--- src/design/eeprom_access_params.svh ---
// offsets, field positions, reset values and timing for the data eeprom block
`ifndef EEPROM_ACCESS_PARAMS_SVH
`define EEPROM_ACCESS_PARAMS_SVH

// ==========================================================
// register byte offsets
`define NVM_CONTROL_OFFSET 12'h09C
`define NVM_LOCATION_OFFSET 12'h0A0
`define NVM_VALUE_OFFSET 12'h0A4
`define UNLOCK_KEY_OFFSET 12'h0A8
`define PERIPHERAL_FLAG_OFFSET 12'h0AC
`define NVM_STATUS_OFFSET 12'h0B0

// ==========================================================
// field positions
`define CTRL_READ_BIT 0
`define CTRL_STORE_BIT 1
`define CTRL_ALLOW_BIT 2
`define CTRL_ABORT_BIT 3
`define FLAG_DONE_BIT 7
`define STATUS_BUSY_BIT 0
`define STATUS_POWERUP_BIT 1
`define STATUS_PROTECT_BIT 2

// ==========================================================
// values and timing
`define UNLOCK_FIRST_KEY 8'h55
`define UNLOCK_SECOND_KEY 8'hAA
`define RESET_BYTE 8'h00
`define AXI_RESP_OKAY 2'h0
`define AXI_RESP_DECERR 2'h3
`define NVM_DEPTH 128
`define STORE_CYCLES 16
`define KEY_STEP_CYCLES 2
`define CLK_FREQ_HZ 25000000
`define POWERUP_TIME_MS 72
`define POWERUP_CYCLES (`POWERUP_TIME_MS * (`CLK_FREQ_HZ / 1000))

`endif

--- src/design/eeprom_access_pkg.sv ---
// types shared by the data eeprom access block
package eeprom_access_pkg;

    // ==========================================================
    // unlock sequence progress, gray along the usual path
    typedef enum logic [1:0]
    {
        UNLOCK_IDLE = 2'h0,
        UNLOCK_GOT_FIRST = 2'h1,
        UNLOCK_GOT_SECOND = 2'h3
    } unlock_state_e;

    // ==========================================================
    // register selected by a bus address
    typedef enum logic [2:0]
    {
        SEL_NONE = 3'h0,
        SEL_CONTROL = 3'h1,
        SEL_LOCATION = 3'h2,
        SEL_VALUE = 3'h3,
        SEL_KEY = 3'h4,
        SEL_FLAG = 3'h5,
        SEL_STATUS = 3'h6
    } reg_sel_e;

endpackage

--- src/design/data_eeprom_access_control.sv ---
// data eeprom access control with axi4-lite register slave
//
// Our own choice: the AXI4-Lite register port.
`timescale 1ns/1ps
`include "eeprom_access_params.svh"

module data_eeprom_access_control
#(
    parameter int unsigned DEPTH = `NVM_DEPTH,
    parameter int unsigned STORE_CYCLES = `STORE_CYCLES,
    parameter int unsigned KEY_STEP_CYCLES = `KEY_STEP_CYCLES,
    parameter int unsigned POWERUP_CYCLES = `POWERUP_CYCLES
)
(
    input wire logic clk_in,
    input wire logic reset_n_in,
    input wire logic ce_in,
    input wire logic [11:0] s_axi_awaddr_in,
    input wire logic s_axi_awvalid_in,
    output logic s_axi_awready_out,
    input wire logic [31:0] s_axi_wdata_in,
    input wire logic [3:0] s_axi_wstrb_in,
    input wire logic s_axi_wvalid_in,
    output logic s_axi_wready_out,
    output logic [1:0] s_axi_bresp_out,
    output logic s_axi_bvalid_out,
    input wire logic s_axi_bready_in,
    input wire logic [11:0] s_axi_araddr_in,
    input wire logic s_axi_arvalid_in,
    output logic s_axi_arready_out,
    output logic [31:0] s_axi_rdata_out,
    output logic [1:0] s_axi_rresp_out,
    output logic s_axi_rvalid_out,
    input wire logic s_axi_rready_in,
    input wire logic master_reset_pin_in,
    input wire logic watchdog_reset_in,
    input wire logic brownout_reset_in,
    input wire logic code_protect_in
);

    localparam int ADDR_W = $clog2(DEPTH);
    localparam int SC_W = $clog2(STORE_CYCLES + 1);
    localparam int PWR_W = $clog2(POWERUP_CYCLES + 1);
    localparam logic [7:0] STEP_COUNT = 8'(KEY_STEP_CYCLES);

    // ==========================================================
    // address decode, shared by both bus directions
    function automatic eeprom_access_pkg::reg_sel_e reg_decode(
        input logic [11:0] addr);
        case (addr)
            `NVM_CONTROL_OFFSET: reg_decode = eeprom_access_pkg::SEL_CONTROL;
            `NVM_LOCATION_OFFSET: reg_decode = eeprom_access_pkg::SEL_LOCATION;
            `NVM_VALUE_OFFSET: reg_decode = eeprom_access_pkg::SEL_VALUE;
            `UNLOCK_KEY_OFFSET: reg_decode = eeprom_access_pkg::SEL_KEY;
            `PERIPHERAL_FLAG_OFFSET: reg_decode = eeprom_access_pkg::SEL_FLAG;
            `NVM_STATUS_OFFSET: reg_decode = eeprom_access_pkg::SEL_STATUS;
            default: reg_decode = eeprom_access_pkg::SEL_NONE;
        endcase
    endfunction

    // ==========================================================
    // state
    logic [7:0] mem [DEPTH];
    logic [3:0] sync_meta;
    logic [3:0] sync_hold;
    logic aw_full;
    logic [11:0] aw_addr;
    logic w_full;
    logic [31:0] w_data;
    logic w_strb0;
    logic read_launch;
    logic store_launch;
    logic store_allow;
    logic store_abort_flag;
    logic store_done_flag;
    logic [ADDR_W-1:0] nvm_location_reg;
    logic [7:0] nvm_value_reg;
    logic [ADDR_W-1:0] store_addr;
    logic [7:0] store_data;
    logic [SC_W-1:0] store_cnt;
    logic [PWR_W-1:0] pwr_cnt;
    logic [7:0] step_cnt;
    eeprom_access_pkg::unlock_state_e unlock_state;
    eeprom_access_pkg::reg_sel_e wsel;
    logic wr_do;
    logic [7:0] wbyte;
    logic ctrl_wr;
    logic key_wr;
    logic any_reset;
    logic powerup_running;
    logic first_ok;
    logic launch_ok;
    logic start_store;
    logic store_finish;
    logic abort_now;
    logic [31:0] next_rdata;
    logic [1:0] next_rresp;

    // ==========================================================
    // reset and strap synchronisers
    always_ff @(posedge clk_in or negedge reset_n_in)
    begin
        if (!reset_n_in)
        begin
            sync_meta <= 4'h0;
            sync_hold <= 4'h0;
        end
        else if (ce_in)
        begin
            sync_meta <= {code_protect_in, brownout_reset_in,
                watchdog_reset_in, master_reset_pin_in};
            sync_hold <= sync_meta;
        end
    end

    // watchdog input is meant to carry resets, not sleep wake-ups
    assign any_reset = sync_hold[0] | sync_hold[1] | sync_hold[2];

    // ==========================================================
    // axi write channels, address and data taken in either order
    assign s_axi_awready_out = ce_in & ~aw_full;
    assign s_axi_wready_out = ce_in & ~w_full;
    assign wr_do = aw_full & w_full & ~s_axi_bvalid_out;
    assign wsel = reg_decode(aw_addr);
    assign wbyte = w_data[7:0];
    assign ctrl_wr = wr_do & w_strb0
        & (wsel == eeprom_access_pkg::SEL_CONTROL);
    assign key_wr = wr_do & w_strb0 & (wsel == eeprom_access_pkg::SEL_KEY);

    always_ff @(posedge clk_in or negedge reset_n_in)
    begin
        if (!reset_n_in)
        begin
            aw_full <= 1'b0;
            aw_addr <= 12'h000;
            w_full <= 1'b0;
            w_data <= 32'h00000000;
            w_strb0 <= 1'b0;
        end
        else if (ce_in)
        begin
            if (s_axi_awvalid_in && !aw_full)
            begin
                aw_full <= 1'b1;
                aw_addr <= s_axi_awaddr_in;
            end
            else if (wr_do)
            begin
                aw_full <= 1'b0;
            end
            if (s_axi_wvalid_in && !w_full)
            begin
                w_full <= 1'b1;
                w_data <= s_axi_wdata_in;
                w_strb0 <= s_axi_wstrb_in[0];
            end
            else if (wr_do)
            begin
                w_full <= 1'b0;
            end
        end
    end

    always_ff @(posedge clk_in or negedge reset_n_in)
    begin
        if (!reset_n_in)
        begin
            s_axi_bvalid_out <= 1'b0;
            s_axi_bresp_out <= `AXI_RESP_OKAY;
        end
        else if (ce_in)
        begin
            if (wr_do)
            begin
                s_axi_bvalid_out <= 1'b1;
                s_axi_bresp_out <= (wsel == eeprom_access_pkg::SEL_NONE) ?
                    `AXI_RESP_DECERR : `AXI_RESP_OKAY;
            end
            else if (s_axi_bready_in)
            begin
                s_axi_bvalid_out <= 1'b0;
            end
        end
    end

    // ==========================================================
    // axi read channel, one cycle to rvalid
    assign s_axi_arready_out = ce_in & ~s_axi_rvalid_out;

    always_comb
    begin
        next_rdata = 32'h00000000;
        next_rresp = `AXI_RESP_OKAY;
        case (reg_decode(s_axi_araddr_in))
            eeprom_access_pkg::SEL_CONTROL:
                next_rdata[3:0] = {store_abort_flag, store_allow,
                    store_launch, read_launch};
            eeprom_access_pkg::SEL_LOCATION:
                next_rdata[ADDR_W-1:0] = nvm_location_reg;
            eeprom_access_pkg::SEL_VALUE:
                next_rdata[7:0] = nvm_value_reg;
            eeprom_access_pkg::SEL_KEY:
                next_rdata = 32'h00000000;
            eeprom_access_pkg::SEL_FLAG:
                next_rdata[`FLAG_DONE_BIT] = store_done_flag;
            eeprom_access_pkg::SEL_STATUS:
                next_rdata[2:0] = {sync_hold[3], powerup_running,
                    store_launch};
            default:
                next_rresp = `AXI_RESP_DECERR;
        endcase
    end

    always_ff @(posedge clk_in or negedge reset_n_in)
    begin
        if (!reset_n_in)
        begin
            s_axi_rvalid_out <= 1'b0;
            s_axi_rdata_out <= 32'h00000000;
            s_axi_rresp_out <= `AXI_RESP_OKAY;
        end
        else if (ce_in)
        begin
            if (s_axi_arvalid_in && !s_axi_rvalid_out)
            begin
                s_axi_rvalid_out <= 1'b1;
                s_axi_rdata_out <= next_rdata;
                s_axi_rresp_out <= next_rresp;
            end
            else if (s_axi_rready_in)
            begin
                s_axi_rvalid_out <= 1'b0;
            end
        end
    end

    // ==========================================================
    // power-up timer
    assign powerup_running = (pwr_cnt != '0);

    always_ff @(posedge clk_in or negedge reset_n_in)
    begin
        if (!reset_n_in)
        begin
            pwr_cnt <= PWR_W'(POWERUP_CYCLES);
        end
        else if (ce_in && powerup_running)
        begin
            pwr_cnt <= pwr_cnt - PWR_W'(1);
        end
    end

    // ==========================================================
    // unlock sequence and its cycle count
    assign first_ok = (unlock_state == eeprom_access_pkg::UNLOCK_GOT_FIRST)
        && (step_cnt == STEP_COUNT);
    assign launch_ok = (unlock_state == eeprom_access_pkg::UNLOCK_GOT_SECOND)
        && (step_cnt == STEP_COUNT);

    always_ff @(posedge clk_in or negedge reset_n_in)
    begin
        if (!reset_n_in)
        begin
            unlock_state <= eeprom_access_pkg::UNLOCK_IDLE;
        end
        else if (ce_in && wr_do)
        begin
            // any other write breaks the sequence
            case (unlock_state)
                eeprom_access_pkg::UNLOCK_IDLE,
                eeprom_access_pkg::UNLOCK_GOT_FIRST,
                eeprom_access_pkg::UNLOCK_GOT_SECOND:
                    if (key_wr && wbyte == `UNLOCK_FIRST_KEY)
                        unlock_state <= eeprom_access_pkg::UNLOCK_GOT_FIRST;
                    else if (key_wr && wbyte == `UNLOCK_SECOND_KEY && first_ok)
                        unlock_state <= eeprom_access_pkg::UNLOCK_GOT_SECOND;
                    else
                        unlock_state <= eeprom_access_pkg::UNLOCK_IDLE;
                default:
                    unlock_state <= eeprom_access_pkg::UNLOCK_IDLE;
            endcase
        end
    end

    always_ff @(posedge clk_in or negedge reset_n_in)
    begin
        if (!reset_n_in)
        begin
            step_cnt <= 8'h00;
        end
        else if (ce_in)
        begin
            if (key_wr)
                step_cnt <= 8'h01;
            else if (step_cnt != 8'hFF)
                step_cnt <= step_cnt + 8'h01;
        end
    end

    // ==========================================================
    // store cycle
    // allow must already be set; blocked by power-up timer
    assign start_store = ctrl_wr & wbyte[`CTRL_STORE_BIT] & store_allow
        & launch_ok & ~store_launch & ~powerup_running & ~any_reset;
    assign store_finish = store_launch & (store_cnt == '0) & ~any_reset;
    assign abort_now = store_launch & any_reset;

    // launch bit stays up for the whole store
    always_ff @(posedge clk_in or negedge reset_n_in)
    begin
        if (!reset_n_in)
        begin
            store_launch <= 1'b0;
            store_cnt <= '0;
            store_addr <= '0;
            store_data <= `RESET_BYTE;
        end
        else if (ce_in)
        begin
            // only completion or a reset ends a store
            if (abort_now || store_finish)
            begin
                store_launch <= 1'b0;
            end
            else if (start_store)
            begin
                store_launch <= 1'b1;
                store_cnt <= SC_W'(STORE_CYCLES - 1);
                store_addr <= nvm_location_reg;
                store_data <= nvm_value_reg;
            end
            else if (store_launch)
            begin
                store_cnt <= store_cnt - SC_W'(1);
            end
        end
    end

    // protection does not gate or scramble the array
    always_ff @(posedge clk_in)
    begin
        if (ce_in && store_finish)
            mem[store_addr] <= store_data;
    end

    // ==========================================================
    // control and flag bits
    always_ff @(posedge clk_in or negedge reset_n_in)
    begin
        if (!reset_n_in)
        begin
            store_allow <= 1'b0;
            store_abort_flag <= 1'b0;
            read_launch <= 1'b0;
            store_done_flag <= 1'b0;
        end
        else if (ce_in)
        begin
            if (ctrl_wr)
                store_allow <= wbyte[`CTRL_ALLOW_BIT];
            // reset during a store wins over a software clear
            if (abort_now)
                store_abort_flag <= 1'b1;
            else if (store_finish)
                store_abort_flag <= 1'b0;
            else if (ctrl_wr)
                store_abort_flag <= wbyte[`CTRL_ABORT_BIT];
            // read lasts one cycle; zero never clears
            if (read_launch)
                read_launch <= 1'b0;
            else if (ctrl_wr && wbyte[`CTRL_READ_BIT])
                read_launch <= 1'b1;
            // done sets; set wins over software clear
            if (store_finish)
                store_done_flag <= 1'b1;
            else if (wr_do && w_strb0 && wsel == eeprom_access_pkg::SEL_FLAG)
                store_done_flag <= wbyte[`FLAG_DONE_BIT];
        end
    end

    // fetch lands next cycle; held until read or write
    always_ff @(posedge clk_in or negedge reset_n_in)
    begin
        if (!reset_n_in)
        begin
            nvm_value_reg <= `RESET_BYTE;
            nvm_location_reg <= '0;
        end
        else if (ce_in)
        begin
            if (read_launch)
                nvm_value_reg <= mem[nvm_location_reg];
            else if (wr_do && w_strb0 && wsel == eeprom_access_pkg::SEL_VALUE)
                nvm_value_reg <= wbyte;
            if (wr_do && w_strb0 && wsel == eeprom_access_pkg::SEL_LOCATION)
                nvm_location_reg <= w_data[ADDR_W-1:0];
        end
    end
endmodule // data_eeprom_access_control

--- config.mk ---
export PLATFORM = sky130hd
export DESIGN_NAME = data_eeprom_access_control
export DESIGN_NICKNAME = d
export VERILOG_FILES = /design/src/design/eeprom_access_pkg.sv /design/src/design/data_eeprom_access_control.sv
export VERILOG_INCLUDE_DIRS = /design/src /design/src/design
export SDC_FILE = /design/constraint.sdc
export NUM_CORES = 1
export LEC_CHECK = 0
export BUFFER_PORTS_ARGS = -buffer_cell sky130_fd_sc_hd__buf_2
export CAP_MARGIN = 10
export CORE_MARGIN = 2
export CORE_UTILIZATION = 56
export CTS_BUF_LIST = sky130_fd_sc_hd__clkbuf_4
export DETAILED_ROUTE_END_ITERATION = 10
export PLACE_DENSITY = 0.7
export SYNTH_ARGS = -nofsm -noshare
export SYNTH_HDL_FRONTEND = slang
export SYNTH_SLANG_ARGS = --single-unit
--- constraint.sdc ---
create_clock -name clk_in -period 5.1 [get_ports clk_in]
set_clock_uncertainty 0.2 [all_clocks]
set_input_delay 1.02 -clock clk_in [delete_from_list [all_inputs] [get_ports clk_in]]
set_output_delay 1.02 -clock clk_in [all_outputs]
set_load 0.01 [all_outputs]
# After elaboration in Yosys (flattened, before gate mapping)
# Memories as Yosys holds them, arrays and structs flattened.
# Index checks and enable logic that the tools add are counted.
[classes]
add_sub_neg = 3
n_bitwise = 27
eq_ne = 29
reduce_logical = 53
muxes = 35
[op_table]
columns = ["cell", "n"]
rows = [
  ["12-bit by 8-bit equality test with 1-bit output (second input constant)", 12],
  ["3-bit case mux with 6 select lines", 2],
  ["8-bit two-way mux", 4],
  ["2-bit AND reduction", 15],
  ["21-bit nonzero test", 1],
  ["21-bit by 1-bit subtractor with 21-bit output (second input constant)", 1],
  ["1-bit two-way mux", 18],
  ["2-bit nonzero test", 9],
  ["1-bit bitwise AND", 17],
  ["1-bit logical AND", 16],
  ["3-bit equality test (second input constant)", 5],
  ["3-bit by 2-bit equality test with 1-bit output (second input constant)", 4],
  ["3-bit case mux with 4 select lines", 1],
  ["2-bit two-way mux", 5],
  ["5-bit two-way mux", 2],
  ["8-bit by 1-bit adder with 8-bit output (second input constant)", 1],
  ["8-bit by 2-bit equality test with 1-bit output (second input constant)", 1],
  ["8-bit by 7-bit equality test with 1-bit output (second input constant)", 1],
  ["8-bit equality test (second input constant)", 1],
  ["8-bit != test (second input constant)", 1],
  ["1-bit NOT", 8],
  ["3-bit by 1-bit equality test with 1-bit output (second input constant)", 2],
  ["3-bit case mux with 2 select lines", 1],
  ["3-bit AND reduction", 2],
  ["other kinds (14)", 17],
]
[word_totals]
inputBits = 72
n_memories = 1
elab_cells = 173
out_inout_bits = 41
regBits = 116
mem_bits_rw = 1024
[mem_list]
columns = ["name", "depth", "word_bits", "rd", "rd_ports_with_merged_regs", "wr", "line", "source"]
rows = [
  ["mem", 128, 8, 1, 0, 1, "data_eeprom_access_control.sv:63", "logic [7:0] mem [DEPTH];"],
]

# Depth between registers and ports, before layout
# Gate-level depths: netlist of the first run.
[depth]
word_depth = 12
depth_mapped = 12
mapped_depth_nobuf = 9

# Worst setup path after synthesis of the first run
# OpenSTA, ideal clock, no wires.
[synth_timing]
kind = "register -> register"
start = "register pwr_cnt[7]"
end = "register store_data[4]"
stages_incl_launch_ff = 9
required_time_ns = 4.769
path_buffers = 2
path_slack_ns = 1.780
arrival_time_ns = 2.989
period_less_slack_ns = 3.320
setup_time_ns = 0.131
path_cell_list = "dfrtp_1 or4_4 or4b_4 or2_1 or3_4 or3_1 buf_6 buf_8 mux2_4"
[synth_via]
elab_chain_cells = 5
[synth_lines]
columns = ["element", "line", "source"]
rows = [
  ["start, declared", "data_eeprom_access_control.sv:81", "logic [PWR_W-1:0] pwr_cnt;"],
  ["start signal, assigned", "data_eeprom_access_control.sv:245", "pwr_cnt <= PWR_W'(POWERUP_CYCLES);"],
  ["start signal, assigned", "data_eeprom_access_control.sv:249", "pwr_cnt <= pwr_cnt - PWR_W'(1);"],
  ["21-bit nonzero test", "data_eeprom_access_control.sv:239", "assign powerup_running = (pwr_cnt != '0);"],
  ["1-bit NOT", "data_eeprom_access_control.sv:304", "& launch_ok & ~store_launch & ~powerup_running & ~any_reset;"],
  ["1-bit bitwise AND (2 in a row)", "data_eeprom_access_control.sv:303", "assign start_store = ctrl_wr & wbyte[`CTRL_STORE_BIT] & store_allow"],
  ["3-bit AND reduction (no source line)", "--", ""],
  ["end signal, assigned", "data_eeprom_access_control.sv:316", "store_data <= `RESET_BYTE;"],
  ["end signal, assigned", "data_eeprom_access_control.sv:330", "store_data <= nvm_value_reg;"],
  ["end, declared", "data_eeprom_access_control.sv:79", "logic [7:0] store_data;"],
]
# No other way between the ends.
# A chain may end at the register's enable or synchronous reset.

# Worst setup path after layout of the first run
[layout_timing]
start = "register store_cnt[0]"
end = "memory mem[104][6], enable pin"
[layout_via]
elab_chain_cells = 6
[layout_lines]
columns = ["element", "line", "source"]
rows = [
  ["start, declared", "data_eeprom_access_control.sv:80", "logic [SC_W-1:0] store_cnt;"],
  ["start signal, assigned", "data_eeprom_access_control.sv:328", "store_cnt <= SC_W'(STORE_CYCLES - 1);"],
  ["start signal, assigned", "data_eeprom_access_control.sv:334", "store_cnt <= store_cnt - SC_W'(1);"],
  ["5-bit zero test", "data_eeprom_access_control.sv:305", "assign store_finish = store_launch & (store_cnt == '0) & ~any_reset;"],
  ["1-bit bitwise AND (2 in a row)", "data_eeprom_access_control.sv:305", ""],
  ["1-bit logical AND", "data_eeprom_access_control.sv:342", "if (ce_in && store_finish)"],
  ["1-bit two-way mux", "data_eeprom_access_control.sv:342", ""],
  ["1-bit two-way mux (not written as such)", "data_eeprom_access_control.sv:343", "mem[store_addr] <= store_data;"],
  ["end, declared", "data_eeprom_access_control.sv:63", ""],
]
# No other way between the ends.

==> results of run 1 <==
==> stage by stage <==
| step | hold slack [ps] | worst slack (ps) | cell area (um2) |
|---|---|---|---|
| 2_1_floorplan | 235 | 1780 | 45100 |
| 3_3_place_gp | 243 | 514 | 46700 |
| 3_5_place_dp | 246 | 439 | 46700 |
| 4_1_cts | 35.3 | 927 | 50500 |
| 5_1_grt | 78.9 | 763 | 50500 |
| 6_report | 125 | 965 | 50500 |
==> worst reg2reg max path: stages, from the launching register on <==
cell and delay [ps]:
dfrtp_1 370, inv_1 120, ha_1 160, nand4b_1 240, nor4_1 890, nand2_1 720
buf_4 440, nor2_1 630
==> cell families after synthesis <==
| family | after synthesis |
|---|---|
| XOR/XNOR | 27 |
| buffers and inverters | 152 |
| AND/OR/NAND/NOR | 435 |
| other | 1 |
| multiplexers | 368 |
| flip-flops | 1138 |
| AO/OA/AOI/OAI | 215 |
| adder cells (fa/ha/maj) | 5 |
==> worst paths after layout <==
kind / slack, ps / endpoint / depth (start not counted)
min in group asynchronous: 400 / s_axi_rresp_out[0] / 2
max in group asynchronous: 3150 / pwr_cnt[8] / 3
worst max register to register: 970 / mem[104][6] / 7
worst min register to register: 250 / pwr_cnt[20] / 1
worst max-delay path: 970 / mem[104][6] / 7
worst min-delay path: 130 / s_axi_rresp_out[0] / 4
==> layer usage <==
metal | vias up | track usage (%) | part of all wire (%) | routed length, um
met4 | 0 | 10.8 | 3.3 | 3400
met2 | 1155 | 40.4 | 49 | 50600
met5 | - | 0 | 0 | 0
met1 | 12400 | 34.5 | 39 | 40500
met3 | 231 | 6.25 | 8.5 | 8830
li1 | 10300 | - | - | -
==> report_power, final <==
group | switching [mW] | internal, mW | total (mW)
Sequential | 0.200 | 10.2 | 10.4
Combinational | 0.251 | 0.253 | 0.504
Clock | 3.47 | 4.07 | 7.55
==> layout by cell type (no fill, tap or decap), drive strengths merged, types with 7 or more instances in the layout <==
| cell | instances |
|---|---|
| mux4 | 245 |
| clkbuf | 422 |
| nand4 | 9 |
| nor2b | 20 |
| a211oi | 20 |
| xor2 | 18 |
| or2 | 7 |
| dfstp | 11 |
| nand3 | 21 |
| a22o | 8 |
| a22oi | 18 |
| o22ai | 12 |
| nand2b | 8 |
| buf | 127 |
| a31oi | 17 |
| a21oi | 38 |
| edfxtp | 1024 |
| clkinv | 48 |
| conb | 24 |
| a2111oi | 7 |
| nor2 | 167 |
| nand2 | 124 |
| mux2i | 61 |
| xnor2 | 9 |
| nor4 | 11 |
| and2 | 17 |
| a221oi | 14 |
| nor3 | 16 |
| dfrtp | 103 |
| inv | 16 |
| dlygate4sd3 | 30 |
| o221ai | 10 |
| o31ai | 10 |
| mux2 | 62 |
| o21ai | 31 |
==> final cells by class <==
class	count	share of cell area, %
sequential	1138	66.6
multi-input combinational	1074	21.3
clock buffer	422	6.27
tap	1050	2.60
timing repair buffer	157	2.36
clock inverter	57	0.748
inverter	13	0.0991
antenna	5	0.0248
==> results.json, run 1 <==
{
  "cts_tree": "done",
  "numPortBuffers": 61,
  "first_global_vias": 24900,
  "root_buffer": "clkbuf_4",
  "powerDensity_nw_per_um2": 365,
  "crit_path_max_incr_delay_ps": 890,
  "rsz0062_at_grt": "false",
  "synth_top_area_share_pct": 68.4,
  "pin_count": 113,
  "finish.utilization_pct": 63.7,
  "synth-edff-count": 1024,
  "vias": 24100,
  "cts_buffer_depth": 4,
  "finalSetupTns_ps": 0,
  "clock_sinks": 1138,
  "hpwlAfterDp_mm": 62.5,
  "p_total_mw": 18.4,
  "period_needed_ps": 4130,
  "area_growth_pct": 12.3,
  "synth.avg_cell_area_um2": 19.2,
  "grt_util_all_layers_pct": 25.6,
  "top_register": "mem",
  "grt_overflow": 0,
  "crit_family": "simple AND/OR/NAND/NOR gates",
  "start_util_pct": 56.8,
  "syn_inst": 2341,
  "hp-class": "in2reg",
  "clk_pin_slew_ps": 60,
  "multi_input_area_um2": 10700,
  "num_rows": 103,
  "grt_pass1_wl_mm": 154,
  "drc_errors": 0,
  "vias_per_cell": 6.14,
  "finalSetupViolCount": 0,
  "h-tree-depth": 5,
  "grt_max_degree": 95,
  "yosysTopAreaCell": "edfxtp_1",
  "synth_compound_area_share_pct": 3.31,
  "critPathRequiredTime_ps": 5620,
  "slew_viol_final": 0,
  "dp.cells": 3402,
  "synthSimpleGateAreaFrac_pct": 4.49,
  "regArea_um2": 33700,
  "muxShareOfSynthArea_pct": 15.2,
  "crit_buf_inv": 2,
  "synth_top_family_by_area": "multiplexers",
  "drv_cap": 0,
  "synthAdderAreaFrac_pct": 0.139,
  "first_pass_iters": 6,
  "async_reset_ff_share_pct": 10.0,
  "slew_headroom_pct": 26.0,
  "coreArea_um2": 79300,
  "fmax_ghz": 0.242,
  "critPathCaptureType": "register",
  "final_nets": 2759,
  "fin_crit_sh_pct": 81.1,
  "crit_slowest_cell": "nor4_1",
  "hold_viol_final": 0,
  "worstPathArrival_ps": 4650,
  "status": "finished, final reports clean",
  "hp-start": "s_axi_araddr_in[5]",
  "die_area_um2": 82600,
  "yosysUniqueCellTypes": 72,
  "fin_cells": 3916,
  "syn_area_um2": 45000,
  "criticalPathCategory": "reg2reg",
  "reg.largest.list": "mem: 1024 flops, pwr_cnt: 21 flops, aw_addr: 12 flops",
  "p_leak_nw": 18.7,
  "place_congestion": 0.887,
  "crit_path_cell_trace": "inv_1, ha_1, nand4b_1, nor4_1, nand2_1, buf_4, nor2_1",
  "numCtsBuffers": 298,
  "dieHeight_um": 287,
  "cts_resized": 0,
  "synth_xor_xnor_area_share_pct": 0.526,
  "crit_start": "store_cnt[0]",
  "ant_nets": 0,
  "setup.worst_path.start_class": "register",
  "ys_top_cells_by_area": "edfxtp_1 (68%), mux4_2 (12%), dfrtp_1 (5.7%), mux2_2 (1.4%), nor2_1 (1.4%)",
  "path_max_fanout": 9,
  "die_w_um": 287,
  "fillerInstances": 5500,
  "yosysMostFrequentCell": "edfxtp_1",
  "drive_gt1_share_pct": 31.7,
  "peakVddDrop_mv": 0.251,
  "synth_flop_cell": "edfxtp_1",
  "cts_setup_buffers": 0,
  "insertion_delay_ps": 1180,
  "antenna_found_initial": 3,
  "netlist_top_cells_count": "edfxtp_1 (1024), mux4_2 (245), nor2_1 (167), nand2_1 (124), dfrtp_1 (103)",
  "wire_per_inst_um": 26.4,
  "worst_pin_slew_ps": 1110,
  "ctsHoldBuffers": 30,
  "drtIter0Drc": 2578,
  "synth_warnings": 0,
  "r2r-start": "store_cnt[0]",
  "synth-seq-cells": 1138,
  "largest_reg_flops": 1024,
  "seq_area_frac_synth_pct": 74.7,
  "wirelength_mm": 103
}
(Power assumes the default switching activity.)
==> inputs of run 2 (changes only) <==
==> constraint.sdc (replaced) <==
create_clock -name clk_in -period 3.9 [get_ports clk_in]
set_clock_uncertainty 0.2 [all_clocks]
set_input_delay 0.78 -clock clk_in [delete_from_list [all_inputs] [get_ports clk_in]]
set_output_delay 0.78 -clock clk_in [all_outputs]
set_load 0.01 [all_outputs]
==> run 2 against run 1 <==
Net effect:
- routed wire length decreased by 0.48%
- core utilization rose by 0.63 points
- highest routed layer is now met5
- worst hold slack worse by 38 ps
- critical path type unchanged
- largest cell class unchanged
- cell area rose by 1.0%
- via count up 0.82%
- setup slack got worse by 540 ps
- power grew 30%
- combinational power up 36%
- sequential share of layout area is 0.66 points lower
- register-to-register slack got worse by 540 ps
==> results.json, run 2 (same netlist as run 1, synthesis figures left out) <==
{
  "status": "finished, final reports clean",
  "layout_common_cells": "edfxtp_1 (1024), clkbuf_4 (426), mux4_2 (245)",
  "criticalPathCategory": "reg2reg",
  "crit_slowest_cell": "dfrtp_2",
  "root_buffer": "clkbuf_4",
  "hold_viol_final": 0,
  "reg.largest.list": "mem: 1024 flops, pwr_cnt: 21 flops, aw_addr: 12 flops",
  "rsz0062_at_grt": "false",
  "antenna_found_initial": 5,
  "grt_util_all_layers_pct": 25.4,
  "vias": 24300,
  "numPortBuffers": 61,
  "num_rows": 103,
  "pin_count": 113,
  "fmax_ghz": 0.288,
  "worst_pin_slew_ps": 1130,
  "crit_buf_inv": 2,
  "fin_crit_sh_pct": 89.0,
  "area_growth_pct": 13.4,
  "top_register": "mem",
  "path_max_fanout": 24,
  "drc_errors": 0,
  "first_pass_iters": 6,
  "grt_pass1_wl_mm": 153,
  "coreArea_um2": 79300,
  "r2r_slack_ps": 430,
  "final_common_cell": "edfxtp_1",
  "slew_headroom_pct": 25.0,
  "critPathCaptureType": "register",
  "hpwlAfterDp_mm": 63.5,
  "largest_reg_flops": 1024,
  "crit_path_max_incr_delay_ps": 690,
  "crit_family": "compound AO/OA/AOI/OAI gates",
  "cts_buffer_depth": 4,
  "ant_nets": 0,
  "drtIter0Drc": 2699,
  "place_ws_ps": 467,
  "grt_max_degree": 100,
  "slew_viol_final": 0,
  "start_util_pct": 56.8,
  "place_congestion": 0.881,
  "clk_pin_slew_ps": 80,
  "worstPathArrival_ps": 4300,
  "grt_overflow": 0,
  "crit_path_cell_trace": "clkinv_2, buf_12, and2_1, a211oi_1, a31oi_1, a22oi_1, a221oi_1, a221o_1",
  "p_leak_nw": 19.6,
  "worstSetupPathDepth": 8,
  "cts_tree": "done",
  "peakVddDrop_mv": 0.219,
  "setup.worst_path.start_class": "register",
  "critPathRequiredTime_ps": 4730,
  "rr_worst_depth": 8,
  "finalSetupTns_ps": 0,
  "die_area_um2": 82600,
  "cts_resized": 0,
  "first_global_vias": 25000,
  "period_needed_ps": 3470,
  "die_w_um": 287,
  "vias_per_cell": 6.12,
  "numCtsBuffers": 299,
  "worst_slack_ps": 427,
  "drv_cap": 0,
  "wirelength_mm": 103,
  "min_path_cells": 4,
  "wire_per_inst_um": 25.9,
  "h-tree-depth": 5,
  "dieHeight_um": 287,
  "finalSetupViolCount": 0,
  "drive_gt1_share_pct": 32.3,
  "insertion_delay_ps": 1160,
  "clock_sinks": 1138,
  "final_nets": 2806,
  "hp-class": "in2reg",
  "powerDensity_nw_per_um2": 471
}
==> run 2: final timing paths <==
check,start,to
worst max register to register,nvm_location_reg[3],nvm_value_reg[7]
min in group asynchronous,reset_n_in,s_axi_rdata_out[6]
worst min-delay path,s_axi_araddr_in[3],s_axi_rdata_out[5]
max in group asynchronous,reset_n_in,step_cnt[0]
worst max-delay path,nvm_location_reg[3],nvm_value_reg[7]
worst min register to register,pwr_cnt[20],pwr_cnt[20]
==> run 2: per-layer routing <==
layer,routed length [um],global-route usage [%],up-vias
met5,26,0,-
met4,3630,10.7,4
met3,9380,7.37,226
met2,49700,39.8,1218
met1,40100,33.6,12400
li1,-,-,10400
==> run 2: layout make-up <==
type / instances / area [um2]
diodes: 8 / 20.0
clock buffers: 426 / 3200
clock inverters: 53 / 315
fillers: 5407 / 28200
inverters: 13 / 50.0
multi-input cells: 1074 / 10700
flip-flops and latches: 1138 / 33700
well taps: 1050 / 1310
repair buffers: 203 / 1720
==> run 2: what timing repair did <==
item | CTS | global route
hold endpoints to repair | 123 | 0
hold buffers | 48 | 0
setup buffers | 0 | 0
==> run 2: per-stage QoR <==
step | power [mW] | hold slack, ps | std cells | utilization [%] | area [um2]
6_report | 24.0 | 87.0 | 3965 | 64.4 | 51000
5_1_grt | 25.0 | 34.3 | 3963 | 64.4 | 51000
4_1_cts | 24.2 | 0.688 | 3957 | 64.3 | 51000
3_5_place_dp | 14.5 | 246 | 3430 | 59.3 | 47000
3_3_place_gp | 14.4 | 243 | 3430 | 59.3 | 47000
2_1_floorplan | 14.2 | 235 | 2364 | - | 45100
==> run 2: worst register-to-register path: stages, from the launching register on <==
cell and delay, ps:
dfrtp_2 690, clkinv_2 440, buf_12 330, and2_1 170, a211oi_1 280, a31oi_1 190, a22oi_1 440, a221oi_1 250
a221o_1 350
==> run 2: power by group <==
part	internal, mW	switching [mW]
combinational	0.353	0.330
sequential	13.3	0.256
clock	5.23	4.52
total	18.9	5.11
